`src/bfm_pkg.sv`:
```
// Purpose: shared constants and types for the bcd fixup / minus-one slice
// Assumes: 8-bit core, one instruction per issue strobe
// Notes: opcode encodings match the core decoder
package bfm_pkg;
  localparam logic [7:0] OPC_BCD_FIX = 8'hD4;
  localparam logic [7:0] OPC_DEC_ACC = 8'h14;
  localparam logic [7:0] OPC_DEC_DIR = 8'h15;
  localparam logic [6:0] OPC_DEC_IND = 7'h0B;
  localparam logic [4:0] OPC_DEC_BANK = 5'h03;
  localparam logic [3:0] NIB_LIMIT = 4'h9;
  localparam logic [3:0] NIB_FIX = 4'h6;
  localparam logic [7:0] BYTE_ONE = 8'h01;
  localparam logic [7:0] ACC_RST = 8'h00;
  localparam int NUM_BANK = 8;
  localparam logic [2:0] BANK_SEL_LSB = 3'h0;

  typedef struct packed {
    logic cy;
    logic half_carry_flag;
    logic signed_range_flag;
  } bfm_flags_t;

  typedef enum logic [1:0] {
    BFM_SRC_ACC = 2'b00,
    BFM_SRC_BANK = 2'b01,
    BFM_SRC_DIR = 2'b11,
    BFM_SRC_IND = 2'b10
  } bfm_src_t;

  typedef enum logic [1:0] {
    BFM_IDLE = 2'b00,
    BFM_MEM_WB = 2'b01
  } bfm_state_t;
endpackage

```
`src/bfm_bank_mem.sv`:
```
// Purpose: eight-entry bank register store with registered read
// Assumes: one write port, one read port
// Notes: read data appear one cycle after the address
`timescale 1ns/1ns
module bfm_bank_mem (
  input wire logic i_ref_clk,
  input wire logic i_rst_b,
  input wire logic [2:0] i_raddr,
  output logic [7:0] o_rdata,
  input wire logic i_we,
  input wire logic [2:0] i_waddr,
  input wire logic [7:0] i_wdata
);
  logic [7:0] mem_r [bfm_pkg::NUM_BANK];
  logic [7:0] rdata_r;
  logic [7:0] rdata_nxt;

  always_comb begin
    rdata_nxt = mem_r[i_raddr];
  end

  always_ff @(posedge i_ref_clk) begin
    if (!i_rst_b) begin
      rdata_r <= 8'h00;
    end else begin
      rdata_r <= rdata_nxt;
    end
  end

  genvar g;
  for (g = 0; g < bfm_pkg::NUM_BANK; g++) begin : g_ent
    always_ff @(posedge i_ref_clk) begin
      if (!i_rst_b) begin
        mem_r[g] <= 8'h00;
      end else if (i_we && i_waddr == 3'(g)) begin
        mem_r[g] <= i_wdata;
      end
    end
  end

  assign o_rdata = rdata_r;
endmodule

```
`src/bfm_core.sv`:
```
// Purpose: bcd correction of the accumulator and subtract-one on four operand kinds
// Assumes: decoder pulses i_issue with the opcode; memory bytes arrive on i_mem_*
// Notes: bank registers live here; direct/indirect bytes go out over a mem port
// Functional notes
// RULE1: bcd fix adds six per nibble when above nine or nibble carry set
// RULE2: bcd fix only sets carry on nibble overflow, never clears it, signed flag untouched
// RULE3: subtract-one lowers operand by one, 00H wraps to 0FFH
// RULE4: subtract-one leaves every status flag unchanged
// RULE5: accumulator, bank, direct and indirect sources; bank index from opcode low bits
// RULE6: port targets read and rewrite the output latch, not the pins
// RULE7: accumulator, bank and bcd forms finish in one instruction cycle
`timescale 1ns/1ns
module bfm_core (
  input wire logic i_ref_clk,
  input wire logic i_rst_b,
  input wire logic i_issue,
  input wire logic [7:0] i_opcode,
  input wire logic [7:0] i_operand_addr,
  input wire bfm_pkg::bfm_flags_t i_flags,
  input wire logic i_acc_load,
  input wire logic [7:0] i_acc_data,
  input wire logic [7:0] i_mem_latch_data,
  input wire logic [7:0] i_mem_pin_data,
  input wire logic i_mem_is_port,
  output logic [7:0] o_mem_addr,
  output logic o_mem_we,
  output logic [7:0] o_mem_wdata,
  output logic [7:0] o_acc,
  output bfm_pkg::bfm_flags_t o_flags,
  output logic o_flags_we,
  output logic o_busy,
  output logic o_done
);
  logic [7:0] acc_r;
  logic [7:0] acc_nxt;
  bfm_pkg::bfm_flags_t flags_r;
  bfm_pkg::bfm_flags_t flags_nxt;
  logic flags_we_r;
  logic flags_we_nxt;
  bfm_pkg::bfm_state_t state_r;
  bfm_pkg::bfm_state_t state_nxt;
  logic [7:0] addr_r;
  logic [7:0] addr_nxt;
  logic [7:0] mwdata_r;
  logic [7:0] mwdata_nxt;
  logic mwe_r;
  logic mwe_nxt;
  logic done_r;
  logic done_nxt;
  logic [2:0] bank_sel_r;
  logic [2:0] bank_sel_nxt;
  logic bank_pend_r;
  logic bank_pend_nxt;
  logic bank_we;
  logic [7:0] bank_rdata;
  logic [7:0] mem_byte;
  logic [2:0] bank_raddr;
  logic is_bcd;
  logic is_dec_acc;
  logic is_dec_bank;
  logic is_dec_dir;
  logic is_dec_ind;
  logic [4:0] lo_sum;
  logic [4:0] hi_sum;
  logic [3:0] hi_in;
  logic lo_fix;
  logic hi_fix;
  logic carry_seen;
  logic [7:0] bcd_res;

  assign is_bcd = i_issue && i_opcode == bfm_pkg::OPC_BCD_FIX;
  assign is_dec_acc = i_issue && i_opcode == bfm_pkg::OPC_DEC_ACC;
  assign is_dec_dir = i_issue && i_opcode == bfm_pkg::OPC_DEC_DIR;
  assign is_dec_ind = i_issue && i_opcode[7:1] == bfm_pkg::OPC_DEC_IND;
  assign is_dec_bank = i_issue && i_opcode[7:3] == bfm_pkg::OPC_DEC_BANK; // see RULE5
  assign bank_raddr = i_opcode[2:0];

  // bank read is registered, so the write back happens one cycle later
  bfm_bank_mem u_bank (
    .i_ref_clk(i_ref_clk),
    .i_rst_b(i_rst_b),
    .i_raddr(bank_raddr),
    .o_rdata(bank_rdata),
    .i_we(bank_we),
    .i_waddr(bank_sel_r),
    .i_wdata(bank_rdata - bfm_pkg::BYTE_ONE)
  );
  assign bank_we = bank_pend_r; // see RULE3

  // two-step nibble correction; high step sees the low step's carry
  always_comb begin
    lo_fix = (acc_r[3:0] > bfm_pkg::NIB_LIMIT) || i_flags.half_carry_flag; // see RULE1
    lo_sum = {1'b0, acc_r[3:0]} + (lo_fix ? {1'b0, bfm_pkg::NIB_FIX} : 5'h00);
    hi_in = acc_r[7:4] + {3'h0, lo_sum[4]};
    carry_seen = i_flags.cy || (lo_sum[4] && acc_r[7:4] == 4'hF);
    hi_fix = (hi_in > bfm_pkg::NIB_LIMIT) || carry_seen; // see RULE1
    hi_sum = {1'b0, hi_in} + (hi_fix ? {1'b0, bfm_pkg::NIB_FIX} : 5'h00);
    bcd_res = {hi_sum[3:0], lo_sum[3:0]};
  end

  // port operands use the output latch so pin loading cannot corrupt the result
  assign mem_byte = i_mem_is_port ? i_mem_latch_data : i_mem_pin_data; // see RULE6

  always_comb begin
    acc_nxt = acc_r;
    flags_nxt = i_flags;
    flags_we_nxt = 1'b0;
    state_nxt = state_r;
    addr_nxt = addr_r;
    mwdata_nxt = mwdata_r;
    mwe_nxt = 1'b0;
    done_nxt = 1'b0;
    bank_sel_nxt = bank_sel_r;
    bank_pend_nxt = 1'b0;
    case (state_r)
      bfm_pkg::BFM_IDLE: begin
        if (i_acc_load) begin
          acc_nxt = i_acc_data;
        end
        if (is_bcd) begin
          acc_nxt = bcd_res; // see RULE7
          flags_nxt.cy = carry_seen || hi_sum[4]; // see RULE2
          flags_nxt.signed_range_flag = i_flags.signed_range_flag; // see RULE2
          flags_we_nxt = 1'b1;
          done_nxt = 1'b1;
        end else if (is_dec_acc) begin
          acc_nxt = acc_r - bfm_pkg::BYTE_ONE; // see RULE3
          done_nxt = 1'b1; // see RULE7
        end else if (is_dec_bank) begin
          bank_sel_nxt = bank_raddr;
          bank_pend_nxt = 1'b1;
          done_nxt = 1'b1; // see RULE7
        end else if (is_dec_dir || is_dec_ind) begin
          addr_nxt = i_operand_addr;
          state_nxt = bfm_pkg::BFM_MEM_WB;
        end
      end
      bfm_pkg::BFM_MEM_WB: begin
        mwdata_nxt = mem_byte - bfm_pkg::BYTE_ONE; // see RULE3
        mwe_nxt = 1'b1; // see RULE6
        done_nxt = 1'b1;
        state_nxt = bfm_pkg::BFM_IDLE;
      end
      default: begin
        state_nxt = bfm_pkg::BFM_IDLE;
      end
    endcase
  end

  always_ff @(posedge i_ref_clk) begin
    if (!i_rst_b) begin
      acc_r <= bfm_pkg::ACC_RST;
      flags_r <= '0;
      flags_we_r <= 1'b0;
      state_r <= bfm_pkg::BFM_IDLE;
      addr_r <= 8'h00;
      mwdata_r <= 8'h00;
      mwe_r <= 1'b0;
      done_r <= 1'b0;
      bank_sel_r <= bfm_pkg::BANK_SEL_LSB;
      bank_pend_r <= 1'b0;
    end else begin
      acc_r <= acc_nxt;
      flags_r <= flags_nxt;
      flags_we_r <= flags_we_nxt;
      state_r <= state_nxt;
      addr_r <= addr_nxt;
      mwdata_r <= mwdata_nxt;
      mwe_r <= mwe_nxt;
      done_r <= done_nxt;
      bank_sel_r <= bank_sel_nxt;
      bank_pend_r <= bank_pend_nxt;
    end
  end

  assign o_acc = acc_r;
  assign o_flags = flags_r;
  assign o_flags_we = flags_we_r; // flags only written by the bcd fix, see RULE4
  assign o_mem_addr = addr_r;
  assign o_mem_we = mwe_r;
  assign o_mem_wdata = mwdata_r;
  assign o_busy = state_r != bfm_pkg::BFM_IDLE;
  assign o_done = done_r;

  a_dec_acc_wrap: assert property (@(posedge i_ref_clk) disable iff (!i_rst_b) // see RULE3
    is_dec_acc && state_r == bfm_pkg::BFM_IDLE |=> acc_r == $past(acc_r) - 8'h01)
    else $error("acc decrement wrong");
  a_dec_no_flags: assert property (@(posedge i_ref_clk) disable iff (!i_rst_b) // see RULE4
    !$past(is_bcd) |-> !o_flags_we)
    else $error("flags written by non bcd op");
  a_bcd_carry_keep: assert property (@(posedge i_ref_clk) disable iff (!i_rst_b) // see RULE2
    is_bcd && i_flags.cy && state_r == bfm_pkg::BFM_IDLE |=> o_flags.cy && o_flags_we)
    else $error("bcd fix cleared carry");
  a_bcd_ov_keep: assert property (@(posedge i_ref_clk) disable iff (!i_rst_b) // see RULE2
    is_bcd && state_r == bfm_pkg::BFM_IDLE
    |=> o_flags.signed_range_flag == $past(i_flags.signed_range_flag))
    else $error("bcd fix touched signed flag");
  a_bcd_low_fix: assert property (@(posedge i_ref_clk) disable iff (!i_rst_b) // see RULE1
    is_bcd && state_r == bfm_pkg::BFM_IDLE && !i_flags.half_carry_flag && acc_r[3:0] <= 4'h9
    |=> acc_r[3:0] == $past(acc_r[3:0]))
    else $error("low nibble changed without cause");
  a_bcd_one_cycle: assert property (@(posedge i_ref_clk) disable iff (!i_rst_b) // see RULE7
    (is_bcd || is_dec_acc || is_dec_bank) && state_r == bfm_pkg::BFM_IDLE |=> o_done)
    else $error("single cycle op not done");
  a_bank_wb: assert property (@(posedge i_ref_clk) disable iff (!i_rst_b) // see RULE5
    is_dec_bank && state_r == bfm_pkg::BFM_IDLE |=> bank_we && bank_sel_r == $past(i_opcode[2:0]))
    else $error("bank index wrong");
  a_port_latch: assert property (@(posedge i_ref_clk) disable iff (!i_rst_b) // see RULE6
    state_r == bfm_pkg::BFM_MEM_WB && i_mem_is_port
    |=> o_mem_we && o_mem_wdata == $past(i_mem_latch_data) - 8'h01)
    else $error("port decrement not from latch");
  a_dec_mem_pin: assert property (@(posedge i_ref_clk) disable iff (!i_rst_b) // see RULE3
    state_r == bfm_pkg::BFM_MEM_WB && !i_mem_is_port
    |=> o_mem_we && o_mem_wdata == $past(i_mem_pin_data) - bfm_pkg::BYTE_ONE)
    else $error("memory decrement wrong");
  a_bcd_carry_set: assert property (@(posedge i_ref_clk) disable iff (!i_rst_b) // see RULE2
    is_bcd && state_r == bfm_pkg::BFM_IDLE && acc_r[7:4] > bfm_pkg::NIB_LIMIT |=> o_flags.cy)
    else $error("bcd fix missed high carry");
  a_bcd_no_adjust: assert property (@(posedge i_ref_clk) disable iff (!i_rst_b) // see RULE1
    is_bcd && state_r == bfm_pkg::BFM_IDLE && !i_flags.cy && !i_flags.half_carry_flag
    && acc_r[7:4] <= bfm_pkg::NIB_LIMIT && acc_r[3:0] <= bfm_pkg::NIB_LIMIT
    |=> acc_r == $past(acc_r) && !o_flags.cy)
    else $error("valid bcd value altered");
endmodule

```
`config.mk`:
```
export PLATFORM = sky130hd
export DESIGN_NAME = bfm_core
export DESIGN_NICKNAME = d
export VERILOG_FILES = /design/src/bfm_pkg.sv /design/src/bfm_bank_mem.sv /design/src/bfm_core.sv
export SDC_FILE = /design/constraint.sdc
export NUM_CORES = 1
export LEC_CHECK = 0
export BUFFER_PORTS_ARGS = -buffer_cell sky130_fd_sc_hd__buf_2
export CORE_UTILIZATION = 33
export DETAILED_ROUTE_END_ITERATION = 10
export GPL_TIMING_DRIVEN = 0
export PLACE_DENSITY_LB_ADDON = 0.1
export SYNTH_ARGS = -nofsm -noshare
export SYNTH_HDL_FRONTEND = slang
export SYNTH_HIERARCHICAL = 1
export SYNTH_SLANG_ARGS = --single-unit
```
`constraint.sdc`:
```
create_clock -name i_ref_clk -period 4.2 [get_ports i_ref_clk]
set_input_delay 0.42 -clock i_ref_clk [delete_from_list [all_inputs] [get_ports i_ref_clk]]
set_output_delay 0.42 -clock i_ref_clk [all_outputs]
set_load 0.02 [all_outputs]
```
==> impl_summary.txt, run 1 <==
----------------------------------------------------
[CTS]
  Clock-pin transition on the worst setup and hold timing paths ... 0.07 ns
  Clk buf depth ... 2
  Number of setup buffers added after CTS ... 0
  H-tree levels ... 2
  TritonCTS buffer count ... 5
  Cell at the root of the clock tree ... clkbuf_8
  Worst skew pair latency ... ~0.28 ns
  Clk sink count ... 31
  Cts repair resizes ... 0
  TritonCTS clock tree ... done
  Post-CTS Hold Fix Bufs ... 0

[Global route]
  First-pass GRT wire length ... approximately 8300 um
  Largest net degree at the start of global routing ... 11
  Total GRT Usage ... around 17%
  Initial antenna violation count ... 0
  Vias in the first global route ... around 1800
  Gr ovfl total ... 0

[Floorplan]
  Core region area ... 0.005642 mm2
  Effective utilization at floorplan ... 35.17%
  Horizontal die dimension ... 79.55 um
  Die Span Y ... 79.55 um
  Ports placed on the boundary ... 79
  Total Die Area ... 0.006327 mm2
  Row cnt ... 27

[Job]
  Reported max-cap violation count ... 0

[Logic synthesis]
  Cell types with the largest area share after synthesis ... dfxtp_1, mux2i_1, ha_1
  Share of the yosys chip area belonging to registers ... 31.27%
  Number of enable flip-flop cells after synthesis ... 0
  Post-Synthesis Mean Instance Area ... 8.939 um2
  Total nets after synthesis ... 281
  Number of synthesized register bits ... 31
  Largest area contributor in the netlist ... dfxtp_1
  Netlist Area Pre-Place ... 0.001984 mm2
  Count of synthesis-stage warnings from yosys ... 6
  Synth Instances ... between 200 and 250
  Number of different library cells in the post-synthesis netlist ... 53
  Main synth FF type ... dfxtp_1
  Proportion of synthesized flip-flops having asynchronous set or reset ... 0%
  Fraction of post-synthesis cell area in the top cell type by area ... 31.27%

[Detailed routing]
  Residual DRC count ... 0
  Initial DRT Pass Iterations ... 4
  Detail Route Antenna Nets ... 0
  DRC marker count from the first detailed-route iteration ... 52
  Vias per Instance ... ~5
  Number of vias in the routed layout ... between 1500 and 2000
  Aggregate routed wire length ... roughly 5100 um
  Routed wire length per instance ... 13.53 um

[Timing]
  Final setup violation count ... 0
  Final worst slack ... 0.3088 ns
  Maximum clock rate ... 257.0 MHz
  Final-report hold violation count ... 0
  Share of the clock period used by the worst path after layout ... 92.65%
  Setup repair after global routing missed its margin ... false
  Max-slew violation count ... 0
  Hold Worst Slack ... 0.3373 ns
  Actual transition at the worst max-transition pin ... 0.5978 ns
  Total Negative Setup Slacks ... 0 ns
  Relative max-transition margin ... 60.15%
  Final worst path period need ... about 4 ns
  Final clock skew ... 0.002969 ns

[Finish]
  NumNets Final ... 365
  Final Instance Count excl. Fillers ... 379
  Fill cells ... 596
  Multi-input gate area ... 0.001247 mm2
  Area overhead of the layout relative to synthesis ... 29.44%
  Leading cell types in the layout, fill and taps excluded ... buf_2, dfxtp_1, nor2_1
  Antenna cells ... 0
  Sequential cell area ... about 620 um2
  Leading cell type in the layout, fill and taps excluded ... buf_2
  Layout cell share with drive strength beyond 1 ... 33.88%

[Critical path]
  Type of origin of the critical path ... flop
  Reg-to-Reg Start ... o_acc[1]$_SDFFE_PN0P_
  Critical Path Slowest Stage Cell ... fa_1
  Required time reported for the critical path endpoint ... 4.37 ns
  Cell mode on critical path ... ha_1
  CP Data Arrival Time ... between 4 and 5 ns
  Maximum fanout along the worst path ... 6
  WS Path Type ... flop to flop
  Critical path origin ... o_acc[1]$_SDFFE_PN0P_
  Crit. End Element ... flop
  Worst path max stage delay ... roughly 0.50 ns
  Cell breakdown of the critical path ... inv_1 -> ha_1 -> o21ai_0 -> a21o_1 -> ha_1 -> a21oi_1 -> nor2_1 -> ha_1 -> ha_1 -> xor2_2 -> nor2_1 -> o21ai_1 -> ha_1 -> inv_1 -> fa_1 -> nand4b_1 -> a21boi_0 -> a221oi_1 -> o22ai_1

[Pwr]
  Maximum resistive drop on vdd ... 160.9 uV
  Power density of the placed cells ... 280.2 mW/mm2
  Overall Power ... between 700 and 800 uW
  Static leakage power ... 1.270 nW

[Worst hold path]
  Worst hold path startpoint ... i_flags[0]
  Worst hold path class ... input port to flop

[Placement]
  Detail Placement HPWL ... slightly below 4000 um
  Number of placed cells counting well taps ... 371
  Pre-CTS setup slack ... 0.1967 ns
  Count of buffers from port buffering ... 77
  Final Wtd Congestion ... 0.7653

[Run status]
  Result of the run ... finished, final reports clean

----------------------------------------------------
-- final timing paths --
path	to	slack, ns	cells past startpoint
worst max-delay path	o_acc[6]$_SDFFE_PN0P_	0.31	19
worst max register to register	o_acc[6]$_SDFFE_PN0P_	0.31	19
worst min-delay path	o_flags[0]$_SDFF_PN0_	0.34	2
worst min register to register	o_mem_wdata[1]$_SDFFE_PN0P_	0.49	2
-- per-stage QoR --
step	instance area, um2	util, %
4_1_cts	2560	45.38
3_3_place_gp	2460	43.60
6_report	2569	45.53
5_1_grt	2569	45.53
3_5_place_dp	2460	43.60
2_1_floorplan	1984	-
-- registers in the layout, summed over array words and instances (netlist names) --
signal       flops
o_acc            8
o_flags_we       1
o_flags          3
o_mem_wdata      8
o_done           1
o_mem_addr       8
state_r          1
o_mem_we         1
-- power by group --
group	internal (mW)	total, mW	switching (mW)
clock network	0.149	0.262	0.112
registers	0.302	0.314	0.0122
logic	0.0671	0.144	0.0772
-- layer usage --
layer  wire length [um]  track usage [%]  up-vias  share of wire (%)
li1                   -                -      963                  -
met1               2349            20.65      851                 46
met2               2390            27.44       52                 47
met3                302            5.143       10                5.9
met4                 86            7.273        0                1.7
met5                  0                0        -                  0
-- cells in the mapped netlist (all sizes together), types with 2 or more instances --
| cell | n |
|---|---|
| a31oi | 5 |
| a21oi | 12 |
| and3 | 2 |
| ha | 9 |
| nand3 | 9 |
| nor3b | 3 |
| clkbuf | 5 |
| mux2i | 22 |
| inv | 12 |
| nor3 | 4 |
| a221oi | 2 |
| and2 | 3 |
| nand2b | 2 |
| a21boi | 2 |
| mux2 | 2 |
| xnor2 | 3 |
| buf | 5 |
| fa | 2 |
| nor2 | 27 |
| or3 | 2 |
| o2bb2ai | 2 |
| dfxtp | 31 |
| nand2 | 11 |
| o2111ai | 2 |
| o21a | 2 |
| o21ai | 10 |
| xor2 | 10 |
-- area by class of cell --
class,instances,share of cell area (%)
well taps,72,3.507
inverters,13,1.900
repair buffers,77,15.00
flip-flops and latches,31,24.21
plain buffers,10,2.923
clock buffers,8,3.897
multi-input cells,168,48.56
-- critical path: cells and delay by family, from the launching register on --
| kind | cells | cell delay, ns |
|---|---|---|
| buf+inv | 2 | 0.15 |
| flops | 1 | 0.42 |
| compound gates | 7 | 1.16 |
| fa+ha+maj | 6 | 1.60 |
| simple gates | 3 | 0.25 |
| xor+xnor | 1 | 0.19 |
-- logic make-up (layout without fill, tap and decap cells) --
| family | count (synthesis) | after routing | synth area share, % |
|---|---|---|---|
| muxes | 24 | 24 | 12.23 |
| DFF | 31 | 31 | 31.27 |
| buffers and inverters | 23 | 108 | 6.242 |
| AOI/OAI and AO/OA | 48 | 48 | 16.65 |
| adders and majority gates | 11 | 11 | 7.692 |
| xor gates and xnor gates | 13 | 13 | 5.738 |
| and+or+nand+nor | 72 | 72 | 20.18 |
No activity file was read; power rests on OpenSTA's default activity.
==> run 2: changes to the inputs <==
--- a/config.mk
+++ b/config.mk
@@ -9,8 +9,7 @@
 export CORE_UTILIZATION = 33
 export DETAILED_ROUTE_END_ITERATION = 10
 export GPL_TIMING_DRIVEN = 0
-export PLACE_DENSITY_LB_ADDON = 0.1
+export PLACE_DENSITY_LB_ADDON = 0.12
 export SYNTH_ARGS = -nofsm -noshare
 export SYNTH_HDL_FRONTEND = slang
-export SYNTH_HIERARCHICAL = 1
 export SYNTH_SLANG_ARGS = --single-unit
==> run 2 against run 1 <==
Compared with the run above: register-to-register slack improved by 0.02 ns; combinational power about the same; final cell count unchanged.
==> impl_summary.txt, run 2 <==
----------------------------------------------------
[Pwr]
  Static leakage power ... 1.271 nW (about the same)
  Power Internal ... 518.0 uW (about the same)
  Sw Ratio ... 28.50% (+0.50 points)
  Power density of the placed cells ... 282.6 mW/mm2 (+0.85%)
  Part of the power in the clock network ... 36.8% (+0.4 points)
  Reported net switching power ... 206.5 uW (+2.4%)
  Maximum resistive drop on vdd ... 134.1 uV (-17%)
  Combinational group share of total power ... 20.0% (about the same)
  Part of the total power dissipated in sequential elements ... 43.2% (-0.4 points)

[Placement]
  Placed cell area ... 0.002460 mm2 (unchanged)
  Pre-CTS setup slack ... 0.2187 ns (+0.02197 ns)
  Final Wtd Congestion ... 0.8040 (+5.1%)
  Number of placed cells counting well taps ... 371 (unchanged)
  Detail Placement HPWL ... 3836 um (-3.1%)
  Count of buffers from port buffering ... 77 (unchanged)

[Logic synthesis]
  Mux cell area share after synthesis ... 12.23% (unchanged)
  Largest area contributor in the netlist ... dfxtp_1
  Synth Instances ... 222 (unchanged)
  Simple-gate share of the synthesized area ... 20.18% (unchanged)
  Fraction of post-synthesis cell area in the top cell type by area ... 31.27% (unchanged)
  Combinational family with the most area after synthesis ... simple AND/OR/NAND/NOR gates
  Post-Synth Adder-Cell Area ... 7.692% (unchanged)
  Number of different library cells in the post-synthesis netlist ... 53 (unchanged)
  Cell types with the highest counts after synthesis ... dfxtp_1, nor2_1, mux2i_1
  Xor/xnor share of the synthesized area ... 5.738% (unchanged)
  Total nets after synthesis ... 281 (unchanged)
  Proportion of synthesized flip-flops having asynchronous set or reset ... 0% (unchanged)
  Cell types with the largest area share after synthesis ... dfxtp_1, mux2i_1, ha_1
  Main synth FF type ... dfxtp_1
  Netlist Area Pre-Place ... 0.001984 mm2 (unchanged)
  Share of the yosys chip area belonging to registers ... 31.27% (unchanged)
  Most frequent cell after synthesis ... dfxtp_1
  Number of synthesized register bits ... 31 (unchanged)
  Post-Synthesis Mean Instance Area ... 8.939 um2 (unchanged)
  Count of synthesis-stage warnings from yosys ... 0 (-6)
  Number of enable flip-flop cells after synthesis ... 0 (unchanged)
  Compound-Gate Fraction of Synth Area ... 16.65% (unchanged)

[Detailed routing]
  DRC marker count from the first detailed-route iteration ... 84 (+62%)
  Vias per Instance ... 4.923 (-0.53%)
  Routed wire length per instance ... 13.33 um (-1.5%)
  Number of vias in the routed layout ... 1866 (-0.53%)
  Detail Route Antenna Nets ... 0 (unchanged)
  Aggregate routed wire length ... 5052 um (-1.5%)
  Residual DRC count ... 0 (unchanged)
  Initial DRT Pass Iterations ... 4 (unchanged)

[Floorplan]
  Core region area ... 0.005642 mm2 (unchanged)
  Effective utilization at floorplan ... 35.17% (unchanged)
  Horizontal die dimension ... 79.55 um (unchanged)
  Total Die Area ... 0.006327 mm2 (unchanged)
  Die Span Y ... 79.55 um (unchanged)
  Ports placed on the boundary ... 79 (unchanged)
  Row cnt ... 27 (unchanged)

[CTS]
  TritonCTS buffer count ... 5 (unchanged)
  Number of setup buffers added after CTS ... 0 (unchanged)
  TritonCTS clock tree ... done
  Clk buf depth ... 2 (unchanged)
  H-tree levels ... 2 (unchanged)
  Cell at the root of the clock tree ... clkbuf_8
  Clock-pin transition on the worst setup and hold timing paths ... 0.07 ns (about the same)
  Worst skew pair latency ... 0.29 ns (about the same)
  Post-CTS Hold Fix Bufs ... 0 (unchanged)
  Clk sink count ... 31 (unchanged)

[Critical path]
  Type of origin of the critical path ... flop
  CP Data Arrival Time ... 4.05 ns (about the same)
  WS Path Type ... flop to flop
  Required time reported for the critical path endpoint ... 4.38 ns (about the same)
  Maximum fanout along the worst path ... 5 (-1)
  Crit. End Element ... flop

[Timing]
  Final worst slack ... 0.3269 ns (+0.01815 ns)
  Final-report hold violation count ... 0 (unchanged)
  Final worst path period need ... 3.873 ns (-0.01815 ns)
  Share of the clock period used by the worst path after layout ... 92.22% (-0.43 points)
  Final clock skew ... 0.008170 ns (+0.005201 ns)
  Total Negative Setup Slacks ... 0 ns (unchanged)
  Hold Worst Slack ... 0.3405 ns (+0.003189 ns)
  Final setup violation count ... 0 (unchanged)
  Max-slew violation count ... 0 (unchanged)
  Relative max-transition margin ... 62.18% (+2.0 points)
  Maximum clock rate ... 258.2 MHz (+0.47%)
  Actual transition at the worst max-transition pin ... 0.5674 ns (-0.03043 ns)

[Finish]
  NumNets Final ... 365 (unchanged)
  Leading cell type in the layout, fill and taps excluded ... buf_2
  Area overhead of the layout relative to synthesis ... 29.19%
  Total non-filler cell area in the finished layout ... 0.002564 mm2 (-0.19%)
  Antenna cells ... 0 (unchanged)
  Leading cell types in the layout, fill and taps excluded ... buf_2, dfxtp_1, nor2_1
  Layout cell share with drive strength beyond 1 ... 33.55% (-0.33 points)
  Fill cells ... 585 (-1.8%)
  Final Instance Count excl. Fillers ... 379 (unchanged)

[Run status]
  Result of the run ... finished, final reports clean

[Global route]
  Gr ovfl total ... 0 (unchanged)
  Initial antenna violation count ... 0 (unchanged)
  Vias in the first global route ... 1722 (-5.3%)
  Largest net degree at the start of global routing ... 11 (unchanged)
  First-pass GRT wire length ... 8079 um (-2.2%)
  Total GRT Usage ... 16.68% (-0.29 points)

[Worst hold path]
  Worst hold path class ... input port to flop

[Job]
  Reported max-cap violation count ... 0 (unchanged)

----------------------------------------------------
-- run 2: cell counts in the layout (fill, tap and decap cells not counted) --
Identical to the previous run, type by type.
-- run 2: worst paths after layout --
path              cells past startpoint                   startpoint  slack (ns)                           to
hold / removal                        2                   i_flags[0]        0.34        o_flags[0]$_SDFF_PN0_
hold reg to reg                       2  o_mem_wdata[1]$_SDFFE_PN0P_        0.48  o_mem_wdata[1]$_SDFFE_PN0P_
setup / recovery                     19        o_acc[0]$_SDFFE_PN0P_        0.33        o_acc[6]$_SDFFE_PN0P_
setup reg to reg                     19        o_acc[0]$_SDFFE_PN0P_        0.33        o_acc[6]$_SDFFE_PN0P_
-- run 2: stage by stage --
step	power, mW	util [%]
2_1_floorplan	0.4100	-
3_3_place_gp	0.4633	43.60
3_5_place_dp	0.4640	43.60
4_1_cts	0.7313	45.38
5_1_grt	0.7573	45.44
6_report	0.7245	45.44
-- run 2: power groups by stage --
stage	registers, mW	logic (mW)	clock network [mW]
2_1_floorplan	0.327	0.0832	0
3_3_place_gp	0.320	0.143	0
3_5_place_dp	0.320	0.144	0
4_1_cts	0.313	0.145	0.273
5_1_grt	0.315	0.161	0.282
6_report	0.313	0.145	0.266
-- run 2: layout make-up --
cell class	count	area [um2]	share of cell area (%)
Multi-Input combinational cell	168	1244	48.51
Inverter	13	48.80	1.903
Clock buffer	8	100.1	3.904
Sequential cell	31	620.6	24.21
Timing Repair Buffer	77	385.4	15.03
Tap cell	72	90.09	3.514
Buffer	10	75.07	2.928
-- run 2: what timing repair did --
action,in CTS,in global routing
endpoints found under the hold margin,0,0
resized for setup,0,2
endpoints found under the setup margin,0,1
-- run 2: routing by layer --
layer / vias to the layer above / share of wire (%) / track usage [%]
met5: - / 0 / 0
met4: 0 / 0.57 / 4.909
met3: 4 / 6.2 / 5.371
met2: 66 / 47 / 25.47
met1: 829 / 47 / 22.18
li1: 967 / - / -
-- run 2: critical path, cell delays in order, from the launching register on --
cell and delay [ns]:
dfxtp_1 0.41, inv_1 0.11, ha_1 0.25, o21ai_0 0.17
a21o_1 0.18, ha_1 0.23, a21oi_1 0.12, nor2_1 0.07
ha_1 0.21, ha_1 0.19, xor2_1 0.23, nor2_1 0.10
o21ai_2 0.18, ha_1 0.19, inv_1 0.05, fa_1 0.51
nand4b_1 0.11, a21boi_0 0.10, a221oi_1 0.23, o22ai_1 0.12
-- run 2: cells by family (layout without fill, tap and decap cells) --
logic type | count (synthesis) | in the layout
compound gates | 48 | 48
xor+xnor | 13 | 13
fa+ha+maj | 11 | 11
buf+inv | 23 | 108
flops | 31 | 31
mux | 24 | 24
simple gates | 72 | 72
==> run 3: changes to the inputs <==
--- a/config.mk
+++ b/config.mk
@@ -6,10 +6,12 @@
 export NUM_CORES = 1
 export LEC_CHECK = 0
 export BUFFER_PORTS_ARGS = -buffer_cell sky130_fd_sc_hd__buf_2
+export CAP_MARGIN = 20
 export CORE_UTILIZATION = 33
 export DETAILED_ROUTE_END_ITERATION = 10
 export GPL_TIMING_DRIVEN = 0
 export PLACE_DENSITY_LB_ADDON = 0.12
+export REMOVE_ABC_BUFFERS = 1
 export SYNTH_ARGS = -nofsm -noshare
 export SYNTH_HDL_FRONTEND = slang
 export SYNTH_SLANG_ARGS = --single-unit
==> run 3 against run 2 <==
Compared with the run above: sequential share of layout area grew 0.68 points; largest cell class unchanged; utilization shrank 1.1 points; clock power is essentially flat.
==> impl_summary.txt, run 3 (same netlist as run 2, synthesis figures left out) <==
----------------------------------------------------
[Run status]
  Result of the run ... finished, final reports clean

[Global route]
  Initial antenna violation count ... 0 (unchanged)
  First-pass GRT wire length ... 8238 um (+2.0%)
  Gr ovfl total ... 0 (unchanged)
  Total GRT Usage ... 16.86% (+0.18 points)
  Largest net degree at the start of global routing ... 19 (+8)
  Vias in the first global route ... 1790 (+3.9%)

[Finish]
  Total non-filler cell area in the finished layout ... 0.002504 mm2 (-2.3%)
  Area overhead of the layout relative to synthesis ... 26.17%
  Sequential cell area ... 623.1 um2 (+0.40%)
  Antenna cells ... 0 (unchanged)
  Fill cells ... 585 (unchanged)
  Layout cell share with drive strength beyond 1 ... 33.44% (-0.11 points)
  Leading cell type in the layout, fill and taps excluded ... buf_2
  NumNets Final ... 357 (-2.2%)
  Leading cell types in the layout, fill and taps excluded ... buf_2, dfxtp_1, nor2_1
  Multi-input gate area ... 0.001240 mm2 (-0.30%)

[Critical path]
  Reg-to-Reg Start ... o_acc[0]$_SDFFE_PN0P_
  Type of origin of the critical path ... flop
  Cell breakdown of the critical path ... inv_1 -> ha_1 -> o21ai_0 -> a21o_1 -> ha_1 -> a21oi_1 -> nor2_1 -> ha_1 -> ha_1 -> xor2_1 -> nor2_1 -> o21ai_1 -> ha_1 -> inv_1 -> fa_1 -> nand4b_1 -> a21boi_0 -> a221oi_1 -> o22ai_1
  Critical path origin ... o_acc[0]$_SDFFE_PN0P_
  Endpoint of the worst-slack reg-to-reg timing path ... o_acc[6]$_SDFFE_PN0P_
  Register-to-register path setup slack ... 0.39 ns (+0.06 ns)
  Required time reported for the critical path endpoint ... 4.38 ns (about the same)
  Worst reg-to-reg path cell count ... 19 (unchanged)
  Crit. End Element ... flop
  Worst path max stage delay ... 0.48 ns (-0.03 ns)
  Maximum fanout along the worst path ... 5 (unchanged)
  WS Path Type ... flop to flop
  Crit path buffers/inverters ... 2 (unchanged)
  Cell mode on critical path ... ha_1
  Stages on the worst setup path ... 19 (unchanged)
  Kind of cell adding the most delay to the critical path ... adder cells
  Critical Path Slowest Stage Cell ... fa_1
  Critical Path Sink ... o_acc[6]$_SDFFE_PN0P_
  CP Data Arrival Time ... 3.99 ns (-0.06 ns)

[Detailed routing]
  Detail Route Antenna Nets ... 0 (unchanged)
  Aggregate routed wire length ... 4901 um (-3.0%)
  Routed wire length per instance ... 13.21 um (-0.90%)
  Number of vias in the routed layout ... 1870 (+0.21%)
  Initial DRT Pass Iterations ... 4 (unchanged)
  Residual DRC count ... 0 (unchanged)
  DRC marker count from the first detailed-route iteration ... 60 (-29%)
  Vias per Instance ... 5.040 (+2.4%)

[Placement]
  Count of buffers from port buffering ... 78 (+1.3%)
  Placed cell area ... 0.002390 mm2 (-2.8%)
  Detail Placement HPWL ... 3758 um (-2.0%)
  Pre-CTS setup slack ... 0.2055 ns (-0.01320 ns)
  Final Wtd Congestion ... 0.7609 (-5.4%)

[Timing]
  Max-slew violation count ... 0 (unchanged)
  Final setup violation count ... 0 (unchanged)
  Maximum clock rate ... 262.3 MHz (+1.6%)
  Final-report hold violation count ... 0 (unchanged)
  Actual transition at the worst max-transition pin ... 0.7914 ns (+0.2241 ns)
  Total Negative Setup Slacks ... 0 ns (unchanged)
  Relative max-transition margin ... 47.04% (-15 points)
  Setup repair after global routing missed its margin ... false
  Final worst path period need ... 3.813 ns (-0.06049 ns)
  Final clock skew ... 0.008928 ns (+0.0007576 ns)
  Share of the clock period used by the worst path after layout ... 90.78% (-1.4 points)
  Final worst slack ... 0.3874 ns (+0.06049 ns)

[CTS]
  Worst skew pair latency ... 0.29 ns (about the same)
  H-tree levels ... 2 (unchanged)
  TritonCTS clock tree ... done
  Post-CTS Hold Fix Bufs ... 0 (unchanged)
  Clk sink count ... 31 (unchanged)
  Clk buf depth ... 2 (unchanged)
  TritonCTS buffer count ... 5 (unchanged)
  Clock-pin transition on the worst setup and hold timing paths ... 0.07 ns (about the same)
  Cell at the root of the clock tree ... clkbuf_8
  Number of setup buffers added after CTS ... 0 (unchanged)

[Worst hold path]
  Worst hold path class ... input port to flop

[Floorplan]
  Row cnt ... 27 (unchanged)
  Die Span Y ... 79.55 um (unchanged)
  Ports placed on the boundary ... 79 (unchanged)
  Core region area ... 0.005642 mm2 (unchanged)
  Horizontal die dimension ... 79.55 um (unchanged)
  Total Die Area ... 0.006327 mm2 (unchanged)
  Effective utilization at floorplan ... 35.17% (unchanged)

[Job]
  Reported max-cap violation count ... 0 (unchanged)

[Pwr]
  Power density of the placed cells ... 287.4 mW/mm2 (+1.7%)
  Overall Power ... 719.6 uW (-0.67%)
  Maximum resistive drop on vdd ... 124.8 uV (-7.0%)
  Static leakage power ... 1.236 nW (-2.7%)

----------------------------------------------------
-- run 3: cell types whose count changed in the layout (fill, tap and decap cells not counted), sizes merged --
| cell | delta |
|---|---|
| clkbuf | -6 |
| buf | -3 |
| clkinvlp | +1 |
-- run 3: worst min-delay path by stage --
stage               slack, ns  cells after the start                          end                   startpoint
floorplan                0.54                      1        o_acc[0]$_SDFFE_PN0P_                      i_rst_b
global placement         0.47                      2  o_mem_wdata[1]$_SDFFE_PN0P_  o_mem_wdata[1]$_SDFFE_PN0P_
detailed placement       0.48                      2  o_mem_wdata[6]$_SDFFE_PN0P_  o_mem_wdata[6]$_SDFFE_PN0P_
CTS                      0.34                      2        o_flags[0]$_SDFF_PN0_                   i_flags[0]
global route             0.35                      2        o_flags[0]$_SDFF_PN0_                   i_flags[0]
finish                   0.35                      2        o_flags[0]$_SDFF_PN0_                   i_flags[0]
-- run 3: layer usage --
| metal | vias up | GRT usage [%] | part of all wire [%] |
|---|---|---|---|
| met1 | 833 | 22.36 | 48 |
| li1 | 946 | - | - |
| met5 | - | 0 | 0 |
| met2 | 83 | 25.04 | 42 |
| met3 | 8 | 5.829 | 9.0 |
| met4 | 0 | 6.000 | 1.5 |
-- run 3: stage by stage --
stage	std cells	hold slack, ns	utilization [%]
finish	371	0.3479	44.38
global route	371	0.3496	44.38
CTS	370	0.3396	44.20
detailed placement	362	0.4763	42.36
global placement	362	0.4650	42.36
floorplan	212	0.5375	-
-- run 3: repair_timing --
item / 4_1_cts / 5_1_grt
endpoints found under the hold margin: 0 / 0
resized for setup: 0 / 3
setup endpoints to repair: 0 / 2
-- run 3: report_power, final --
| group | switching (mW) | total [mW] | internal [mW] | leakage (nW) |
|---|---|---|---|---|
| clock network | 0.119 | 0.268 | 0.149 | 0.0505 |
| logic | 0.0750 | 0.138 | 0.0627 | 0.932 |
| registers | 0.0121 | 0.314 | 0.302 | 0.253 |
| total | 0.206 | 0.720 | 0.513 | 1.24 |
-- run 3: layout make-up --
type,count,area share (%)
clock buffers,7,3.848
multi-input cells,168,49.53
repair buffers,79,15.89
clock inverters,1,0.2999
well taps,72,3.598
inverters,13,1.949
flip-flops and latches,31,24.89
